<file path="config.mk">
export PLATFORM = sky130hd
export DESIGN_NAME = drive_param_management_bank
export DESIGN_NICKNAME = d
export VERILOG_FILES = /design/src/hdl/param_bank_pkg.sv /design/src/hdl/drive_param_management_bank.sv
export SDC_FILE = /design/constraint.sdc
export NUM_CORES = 1
export LEC_CHECK = 0
export BUFFER_PORTS_ARGS = -buffer_cell sky130_fd_sc_hd__buf_2
export CAP_MARGIN = 20
export CORE_MARGIN = 3
export CORE_UTILIZATION = 51
export CTS_CLUSTER_SIZE = 12
export DETAILED_ROUTE_END_ITERATION = 8
export PLACE_DENSITY = 0.81
export SLEW_MARGIN = 20
export SYNTH_ARGS = -nofsm -noshare
export SYNTH_HDL_FRONTEND = slang
export SYNTH_SLANG_ARGS = --single-unit
export TNS_END_PERCENT = 5
</file>
<file path="constraint.sdc">
create_clock -name clk_i -period 2.2 [get_ports clk_i]
set_input_delay 0.22 -clock clk_i [delete_from_list [all_inputs] [get_ports clk_i]]
set_output_delay 0.22 -clock clk_i [all_outputs]
set_load 0.1 [all_outputs]
</file>
<file path="src/hdl/param_bank_pkg.sv">
/*
 Package for the drive parameter management bank: parameter addresses,
 command codes, widths and timing counts.
 Assumes nothing of its surroundings.
*/
package param_bank_pkg;

   // Parameter addresses on the fieldbus (byte-free parameter numbers)
   localparam logic [15:0] ADDR_NV_SAVE = 16'h0402;
   localparam logic [15:0] ADDR_CTRL_RESET = 16'h040e;
   localparam logic [15:0] ADDR_USER_RESET = 16'h0410;
   localparam logic [15:0] ADDR_DC_MAX = 16'h1006;
   localparam logic [15:0] ADDR_DC_MIN = 16'h1008;
   localparam logic [15:0] ADDR_TEMP_WARN = 16'h100c;
   localparam logic [15:0] ADDR_DC_QSTOP = 16'h1014;

   // Command values and field positions
   localparam logic [15:0] CMD_YES = 16'h0001;
   localparam logic [15:0] CMD_NONE = 16'h0000;
   localparam logic [15:0] FACTORY_MAX = 16'h0003;
   localparam int USER_RESET_BIT = 0;

   // Read-only limit defaults (plain values, overridable at the top)
   localparam logic [15:0] DEF_TEMP_WARN = 16'h0050;
   localparam logic [15:0] DEF_DC_MAX = 16'h0190;
   localparam logic [15:0] DEF_DC_MIN = 16'h0064;
   localparam logic [15:0] DEF_DC_QSTOP = 16'h0078;

   // Busy time of a nonvolatile store, cycles
   localparam int NV_BUSY_CYCLES = 64;

   // Read response group
   typedef struct packed {
      logic valid;
      logic error;
      logic [15:0] data;
   } rd_resp_t;

   // Pulses to the rest of the drive
   typedef struct packed {
      logic ctrl_reset;
      logic user_reset;
      logic factory_load;
      logic nv_store;
   } action_t;

endpackage : param_bank_pkg

</file>
<file path="src/hdl/drive_param_management_bank.sv">
/*
 Parameter management bank of a motor drive: read-only supervision limits,
 command parameters (save, control loop reset, user reset, factory restore)
 and the DC bus quick-stop compare.
 Assumes one clock, a synchronous reset, a single-cycle parameter access
 port from the fieldbus side, and an nonvolatile store busy/done handshake
 modelled here by a fixed busy count. Power stage enable comes from a pin.
 The DC bus word is filtered for torn samples, adding two cycles to quick stop.
*/
// Behaviour
// RQ1: Read-only signed 16-bit power stage temperature limit for lowest error class.
// RQ2: Read-only unsigned 16-bit maximum DC bus voltage in tenth-volt counts.
// RQ3: Read-only unsigned 16-bit minimum DC bus voltage in tenth-volt counts.
// RQ4: DC bus at or below quick-stop level triggers a quick stop.
// RQ5: Writing 1 to control loop reset resets velocity and position loops; 0 does nothing.
// RQ6: Control loop reset also retunes the current controller to the motor.
// RQ7: Writing 1 to save starts copying persistent parameters to nonvolatile memory.
// RQ8: Save parameter reads 0 once saving is done; master polls for 0.
// RQ9: Factory restore (0..3) loads defaults, stores them, reads 0 when done.
// RQ10: Master issues factory restore only via commissioning path, no fieldbus address.
// RQ11: Factory restore only with power stage off; takes effect at next power-on.
// RQ12: User reset bit 0 restores user defaults except comms, direction, interface, I/O.
// RQ13: User reset bits 1 and 2 are reserved and have no function.
// RQ14: User reset does not write to nonvolatile memory.
// RQ15: User reset only with power stage off; active at next power stage enable.
// RQ16: Guarded command written while power stage is on is rejected, nothing changes.
`timescale 1ns/1ps

module drive_param_management_bank
   import param_bank_pkg::*;
#(
   parameter logic [15:0] TEMP_WARN = DEF_TEMP_WARN,
   parameter logic [15:0] DC_MAX = DEF_DC_MAX,
   parameter logic [15:0] DC_MIN = DEF_DC_MIN,
   parameter logic [15:0] DC_QSTOP = DEF_DC_QSTOP
) (
   // Clock and reset
   input wire logic clk_i,
   input wire logic reset_i,
   // Fieldbus parameter access
   input wire logic req_i,
   input wire logic wr_i,
   input wire logic [15:0] addr_i,
   input wire logic [15:0] wdata_i,
   output rd_resp_t resp_o,
   // Commissioning tool path
   input wire logic factory_wr_i,
   input wire logic [15:0] factory_data_i,
   output logic [15:0] factory_rdata_o,
   // Drive status pins
   input wire logic stage_enabled_i,
   input wire logic [15:0] dc_bus_i,
   // Actions to the drive
   output action_t action_o,
   output logic quick_stop_o,
   output logic user_pending_o
);

   ////////////////////////////////////////////////////////////////////////////
   // Input synchronisers: stage enable and bus measurement are asynchronous
   logic stage_m;
   logic stage_s;
   logic [15:0] dc_m;
   logic [15:0] dc_s;
   logic [15:0] dc_q;
   // The bus word is synchronised bit by bit, so a changing value can arrive
   // torn; it is only used once two samples in a row agree
   always_ff @(posedge clk_i) begin
      stage_m <= stage_enabled_i;
      stage_s <= stage_m;
      dc_m <= dc_bus_i;
      dc_s <= dc_m;
      dc_q <= dc_s;
   end

   ////////////////////////////////////////////////////////////////////////////
   // Decode helpers
   function automatic logic hit(input logic [15:0] a, input logic [15:0] reg_addr);
      hit = (a == reg_addr);
   endfunction : hit

   // Sequencer state; busy_cnt holds the cycles left in the current store
   typedef enum {NV_IDLE, NV_SAVE, NV_FACTORY} nv_state_t;

   nv_state_t state;
   nv_state_t next_state;
   logic [7:0] busy_cnt;
   logic [7:0] next_busy_cnt;
   logic [15:0] save_reg;
   logic [15:0] next_save_reg;
   logic [15:0] factory_reg;
   logic [15:0] next_factory_reg;
   logic user_pending;
   logic next_user_pending;
   logic stage_prev;
   rd_resp_t next_resp;
   action_t next_action;
   logic next_qstop;
   logic [15:0] dc_word;
   logic [15:0] next_dc_word;

   // Write strobes, one per command parameter; the tool path has its own
   logic wr_save;
   logic wr_ctrl;
   logic wr_user;
   logic fac_ok;
   assign wr_save = req_i && wr_i && hit(addr_i, ADDR_NV_SAVE);
   assign wr_ctrl = req_i && wr_i && hit(addr_i, ADDR_CTRL_RESET);
   assign wr_user = req_i && wr_i && hit(addr_i, ADDR_USER_RESET);
   // Factory restore exists only on the tool path, not on the fieldbus map
   assign fac_ok = factory_wr_i && !stage_s && factory_data_i <= FACTORY_MAX; // RQ11 RQ16

   ////////////////////////////////////////////////////////////////////////////
   // Next-state logic for commands, store sequencer and read data
   always_comb begin
      next_state = state;
      next_busy_cnt = busy_cnt;
      next_save_reg = save_reg;
      next_factory_reg = factory_reg;
      next_user_pending = user_pending;
      next_action = '0;
      next_resp = '0;
      // Torn words never reach the compare; costs two extra cycles of latency
      next_dc_word = (dc_s == dc_q) ? dc_s : dc_word;
      next_qstop = (dc_word <= DC_QSTOP); // RQ4
      // Store sequencer; a new save or restore command that arrives while a store is busy is dropped
      case (state)
         NV_IDLE: begin
            if (fac_ok && factory_data_i != CMD_NONE) begin
               next_action.factory_load = 1'b1; // RQ9
               next_factory_reg = factory_data_i;
               next_busy_cnt = 8'(NV_BUSY_CYCLES);
               next_state = NV_FACTORY;
            end else if (wr_save && wdata_i == CMD_YES) begin
               next_save_reg = CMD_YES; // RQ7
               next_busy_cnt = 8'(NV_BUSY_CYCLES);
               next_state = NV_SAVE;
            end
         end
         NV_SAVE, NV_FACTORY: begin
            // The store is told once, on the first busy cycle
            next_action.nv_store = (busy_cnt == 8'(NV_BUSY_CYCLES)); // RQ7 RQ9
            if (busy_cnt == 8'h01) begin
               next_save_reg = CMD_NONE; // RQ8
               next_factory_reg = CMD_NONE; // RQ9
               next_state = NV_IDLE;
            end
            next_busy_cnt = busy_cnt - 8'h01;
         end
         default: begin
            next_state = NV_IDLE;
         end
      endcase
      // Loop reset retunes current loop too, handled by the ctrl_reset pulse
      if (wr_ctrl && wdata_i == CMD_YES) begin
         next_action.ctrl_reset = 1'b1; // RQ5 RQ6
      end
      // Only bit 0 acts; reserved bits ignored; no store is started
      if (wr_user && wdata_i[USER_RESET_BIT] && !stage_s) begin
         next_user_pending = 1'b1; // RQ12 RQ13 RQ14 RQ15 RQ16
      end
      // Pending user defaults apply on the next power stage enable
      if (user_pending && stage_s && !stage_prev) begin
         next_action.user_reset = 1'b1; // RQ15
         next_user_pending = 1'b0;
      end
      // Read answers; unmapped addresses answer with error and zero
      if (req_i && !wr_i) begin
         next_resp.valid = 1'b1;
         case (addr_i)
            ADDR_TEMP_WARN: next_resp.data = TEMP_WARN; // RQ1
            ADDR_DC_MAX: next_resp.data = DC_MAX; // RQ2
            ADDR_DC_MIN: next_resp.data = DC_MIN; // RQ3
            ADDR_DC_QSTOP: next_resp.data = DC_QSTOP; // RQ4
            ADDR_NV_SAVE: next_resp.data = save_reg; // RQ8
            ADDR_CTRL_RESET: next_resp.data = CMD_NONE;
            // User reset reads back as pending until the stage comes on
            ADDR_USER_RESET: next_resp.data = {15'h0000, user_pending};
            default: next_resp.error = 1'b1;
         endcase
      end else if (req_i && wr_i) begin
         next_resp.valid = 1'b1;
         // Writes to read-only, unmapped or guarded-while-enabled are refused
         next_resp.error = !(wr_save || wr_ctrl || (wr_user && !stage_s)); // RQ16
      end
   end

   ////////////////////////////////////////////////////////////////////////////
   // State registers
   // Outputs come straight from these registers, so the bus side sees no glitch
   always_ff @(posedge clk_i) begin
      if (reset_i) begin
         state <= NV_IDLE;
         busy_cnt <= 8'h00;
         save_reg <= CMD_NONE;
         factory_reg <= CMD_NONE;
         user_pending <= 1'b0;
         stage_prev <= 1'b0;
         dc_word <= DC_MAX;
         resp_o <= '0;
         action_o <= '0;
         quick_stop_o <= 1'b0;
         factory_rdata_o <= CMD_NONE;
         user_pending_o <= 1'b0;
      end else begin
         state <= next_state;
         busy_cnt <= next_busy_cnt;
         save_reg <= next_save_reg;
         factory_reg <= next_factory_reg;
         user_pending <= next_user_pending;
         stage_prev <= stage_s;
         dc_word <= next_dc_word;
         resp_o <= next_resp;
         action_o <= next_action;
         quick_stop_o <= next_qstop;
         factory_rdata_o <= next_factory_reg;
         user_pending_o <= next_user_pending;
      end
   end
endmodule : drive_param_management_bank

</file>
==> flow_summary.ini, run 1 <==
[global_routing]
grt_first_pass_wirelength_um = 12800
grt_overflow = 0
grt_start_max_net_pins = 32
antenna_found_initial = 0
grt_pass1_vias = 2862
gr-usage-all-layers_pct = 18.6

[synth]
synth_fa_ha_area_share_pct = 1.32
ys_seq_elements = 109
yosysTopAreaCellShare_pct = 57.5
avgSynthCellArea_um2 = 11.0
synth.cells.most_frequent = 109 x dfxtp_1, 25 x nor2_1, 21 x nand2_1, 19 x mux2i_1
synth-main-ff-cell = dfxtp_1
synth.area.mux_share_pct = 5.01
synth_seq_area_share_pct = 57.5
netlist_top_cells_area = dfxtp_1 57%, mux2i_1 5.0%, xor2_1 3.9%
synthXorXnorAreaFrac_pct = 4.15
postSynthCellCount = 346
synthArstFlopShare_pct = 0
synth_edf_count = 0
yosysMostFrequentCell = dfxtp_1
yosysWarnings = 0
yosys.area.top_type = dfxtp_1
synth_top_family_by_area = simple AND/OR/NAND/NOR gates
synthesis.area_mm2 = 0.00380
synth_simple_gate_area_share_pct = 21.5
synth.distinct_cells = 57
synth_compound_area_share_pct = 6.66

[finish]
final_cells = 573
nets = 546
diodes = 0
area_growth_pct = 25.7
fillers = 538
drive_gt1_share_pct = 29.4
final_core_util_pct = 68.0
final_cell_area_mm2 = 0.00477

[drt]
vias = 2879
drt_iter0_drc = 65
drt_wl_total_um = 7490
wire_per_inst_um = 13.1
drc = 0
first_pass_iters = 5
vias_per_cell = 5.02
antenna_left = 0

[timing]
period_share_pct = 91.8
layout_min_cycle_time_ps = 2020
finalSetupViolCount = 0
rsz0062_at_grt = false
final_hold_viol_count = 0
max_freq_mhz = 495
setup_tns_ps = 0
slew-limit-headroom_pct = 56.5
finalMaxSlewViolations = 0
worstMarginPinSlew_ps = 650
skew_ps = 8.08

[floorplanning]
die_y_um = 92.3
io_pins = 110
die_area_mm2 = 0.00851
core.rowCount = 30
core_mm2 = 0.00702
start_util_pct = 54.1
die_x_um = 92.3

[clocking]
cts_tree = done
cts_max_level = 3
clock_latency_ps = 360
clk_pin_slew_worst_paths_ps = 110
cts.sinks = 109
clock_path_buffers = 2
cts_resized = 0
clockRootBuffer = clkbuf_8
cts_setup_buffers = 0
cts_buffers = 9
holdBufCountCts = 17

[status]
outcome = finished clean

[setup_path]
worstPathArrival_ps = 2280
crit_path_max_fanout = 14
end_kind = flip-flop
crit_type = reg -> reg
critPathLaunchType = flip-flop
worstPathRequired_ps = 2460

[flow_run]
cap_violations = 0

[pwr]
p_leak_uw = 0.00218
ir_drop_mv = 0.581
cellPowerDensity_mw_per_mm2 = 736

[place]
numPortBuffers = 101
gp_congestion = 0.834
placedCellCount = 540
dp_hpwl_um = 5580
placed_cell_area_mm2 = 0.00439

[min_path]
hold_class = in -> reg
## cells by family after synthesis
logic type,after synthesis
AO/OA/AOI/OAI,30
other,1
buffers and inverters,25
flip-flops,109
XOR/XNOR,18
adder cells (fa/ha/maj),4
multiplexers,19
AND/OR/NAND/NOR,140
## per-layer routing
metal / share of wire (%) / wire, um / vias up / GRT usage [%]
met3: 5.4 / 408 / 11 / 4.43
met2: 52 / 3860 / 82 / 32.7
met4: 1.3 / 95 / 0 / 6.68
met5: 0 / 0 / - / 0
li1: - / - / 1447 / -
met1: 42 / 3130 / 1339 / 21.9
## cell usage in the layout, fill, tap and decap left out, types with 2 or more instances in the layout
cell	synthesis	routed
a21oi_1	5	5
and2_1	14	14
clkinv_4	0	2
o31ai_1	2	2
nand2_1	21	21
or4_1	2	2
nor4_2	3	3
conb_1	1	8
xor2_1	17	17
dlygate4sd3_1	0	17
nor2b_1	7	7
buf_2	1	101
clkinv_8	0	3
dfxtp_1	109	109
nand3_1	9	9
nand2b_1	5	5
or3_1	3	3
nand4b_1	2	2
and3_1	2	2
nor2_1	25	25
inv_1	8	8
clkbuf_8	0	9
mux2i_1	19	19
ha_1	4	4
nor3b_1	2	2
nor3_1	9	9
nor4_1	17	17
nand3b_1	2	2
nand4_1	5	5
nor4b_1	3	3
a31oi_1	3	3
buf_4	9	7
o21a_1	5	5
## worst max-delay path, stage by stage, from the launching register on
cell and delay (ps):
dfxtp_1 390, or3_1 450, o41ai_4 340, a21boi_2 300, nor2_1 200, and2_1 250
## per-stage QoR
step | total power [uW] | setup slack (ps) | hold slack [ps]
detailed placement | 2320 | 65.0 | 312
CTS | 3550 | 171 | 68.3
floorplan | 2250 | 287 | 248
global route | 3660 | 47.0 | 86.4
global placement | 2320 | 72.9 | 310
finish | 3510 | 180 | 82.2
## final cells by class
cell class / instances / area, um^2 / share of cell area [%]
Multi-Input combinational cell: 219 / 1500 / 31.4
Clock buffer: 9 / 124 / 2.60
Timing Repair Buffer: 125 / 728 / 15.3
Sequential cell: 109 / 2180 / 45.7
Inverter: 8 / 30.0 / 0.629
Tap cell: 96 / 120 / 2.52
Clock inverter: 7 / 91.3 / 1.91
## where the power goes
part / total (uW) / internal [uW] / switching [uW]
clock network: 1210 / 463 / 745
logic: 248 / 98.5 / 150
registers: 2050 / 2030 / 28.1
## path summary, 6_finish.rpt
| kind | startpoint | end | slack, ps | depth (start not counted) |
|---|---|---|---|---|
| worst max-delay path | busy_cnt[3] | factory_reg[11] | 180 | 5 |
| worst min-delay path | req_i | resp_o[16] | 80 | 2 |
| worst max register to register | busy_cnt[3] | factory_reg[11] | 180 | 5 |
| worst min register to register | dc_m[11] | dc_s[11] | 340 | 0 |
Note: power is estimated with default switching activity, not from simulation.
==> inputs of run 2 (changes only) <==
--- a/config.mk
+++ b/config.mk
@@ -7,7 +7,7 @@
 export LEC_CHECK = 0
 export BUFFER_PORTS_ARGS = -buffer_cell sky130_fd_sc_hd__buf_2
 export CAP_MARGIN = 20
-export CORE_MARGIN = 3
+export CORE_MARGIN = 1.5
 export CORE_UTILIZATION = 51
 export CTS_CLUSTER_SIZE = 12
 export DETAILED_ROUTE_END_ITERATION = 8
==> run 2 against run 1 <==
Compared with the run above: sequential cell count unchanged; sequential power about the same; cell count up 0.70%; clock skew down 1.6 ps; core utilization down 2.0 points; die area down 6.4%; global-route usage up 2.0 points; first-iteration DRC count up 98%; hold slack better by 18 ps; critical path type unchanged.
==> flow_summary.ini, run 2 (synthesis results as in run 1) <==
[timing]
period_share_pct = 88.6
finalMaxSlewViolations = 0
finalSetupViolCount = 0
setup_ws_ps = 252
max_freq_mhz = 513
layout_min_cycle_time_ps = 1950
worstMarginPinSlew_ps = 591
rsz0062_at_grt = false
setup_tns_ps = 0
slew-limit-headroom_pct = 60.5
skew_ps = 6.46
final_hold_viol_count = 0

[finish]
diodes = 0
nets = 547
final_cells = 577
final_core_util_pct = 66.0
final_common_cell = dfxtp_1
area_growth_pct = 25.4
drive_gt1_share_pct = 29.5
fillers = 595
layout_common_cells = 109 x dfxtp_1, 101 x buf_2, 25 x nor2_1, 21 x nand2_1, 19 x mux2i_1

[global_routing]
gr-usage-all-layers_pct = 20.6
grt_start_max_net_pins = 21
grt_overflow = 0
antenna_found_initial = 0
grt_first_pass_wirelength_um = 12400
grt_pass1_vias = 2785

[clocking]
cts_setup_buffers = 0
clk_pin_slew_worst_paths_ps = 100
cts_tree = done
clock_latency_ps = 370
clock_path_buffers = 2
cts_buffers = 9
cts.sinks = 109
cts_max_level = 3
cts_resized = 0
clockRootBuffer = clkbuf_8

[place]
post-place-ws_ps = 17.6
numPortBuffers = 101
dp_hpwl_um = 5720
placedCellCount = 544
gp_congestion = 0.935

[drt]
drc = 0
drt_wl_total_um = 7720
vias_per_cell = 5.02
first_pass_iters = 4
vias = 2895
wire_per_inst_um = 13.4
drt_iter0_drc = 129
antenna_left = 0

[pwr]
ir_drop_mv = 0.579
cellPowerDensity_mw_per_mm2 = 726
p_leak_uw = 0.00218
finalPower_uw = 3450

[flow_run]
cap_violations = 0

[status]
outcome = finished clean

[floorplanning]
io_pins = 110
core_mm2 = 0.00721
core.rowCount = 31
start_util_pct = 52.6
die_x_um = 89.3
die_area_mm2 = 0.00797
die_y_um = 89.3

[setup_path]
worstPathArrival_ps = 2210
crit_family = simple AND/OR/NAND/NOR gates
crit_type = reg -> reg
critPathSlowestCell = or3_1
worstPathRequired_ps = 2470
worst_path_largest_cell_delay_ps = 450
worst-path-buf-inv = 0
critPathLaunchType = flip-flop
crit_path_max_fanout = 14
end_kind = flip-flop
crit_chain = or3_1 -> o41ai_4 -> a21boi_2 -> nor2_1 -> and2_1
reg2reg_slack_ps = 250

[min_path]
hold_class = in -> reg
run 2: cell count changes in the layout (fill, tap and decap cells not counted), sizes merged:
| cell | delta |
|---|---|
| clkinv | -1 |
| buf | +1 |
| inv | +1 |
run 2: path summary, 6_finish.rpt:
kind / from / endpoint / depth (start not counted)
worst min register to register: dc_m[10] / dc_s[10] / 0
worst min-delay path: req_i / resp_o[16] / 2
worst max register to register: busy_cnt[3] / factory_reg[5] / 5
worst max-delay path: busy_cnt[3] / factory_reg[5] / 5
run 2: layout make-up:
| cell class | count | area [um^2] | share of cell area, % |
|---|---|---|---|
| well taps | 99 | 124 | 2.60 |
| clock inverters | 7 | 67.6 | 1.42 |
| repair buffers | 126 | 736 | 15.5 |
| inverters | 8 | 30.0 | 0.631 |
| multi-input cells | 219 | 1500 | 31.4 |
| clock buffers | 9 | 124 | 2.60 |
| flip-flops and latches | 109 | 2180 | 45.8 |
run 2: repair_timing:
item	CTS	global route
hold buffers	17	0
endpoints found under the hold margin	17	0
endpoints found under the setup margin	0	0
run 2: layer usage:
layer / wire (um) / up-vias / GRT usage (%)
met5: 0 / - / 0
met4: 153 / 0 / 10.2
met3: 416 / 14 / 3.51
met2: 3910 / 107 / 37.3
met1: 3240 / 1326 / 23.4
li1: - / 1448 / -
run 2: power by group:
part / leakage [uW] / internal (uW) / switching [uW]
logic: 0.00119 / 101 / 154
registers: 0.000898 / 2030 / 28.3
clock network: 0.0000989 / 439 / 706
run 2: per-stage QoR:
| stage | instance area [um^2] | hold slack (ps) |
|---|---|---|
| after global placement | 4400 | 310 |
| final | 4760 | 100 |
| after global routing | 4760 | 75.7 |
| after floorplan | 3820 | 248 |
| after CTS | 4760 | 78.5 |
| after detailed placement | 4400 | 312 |
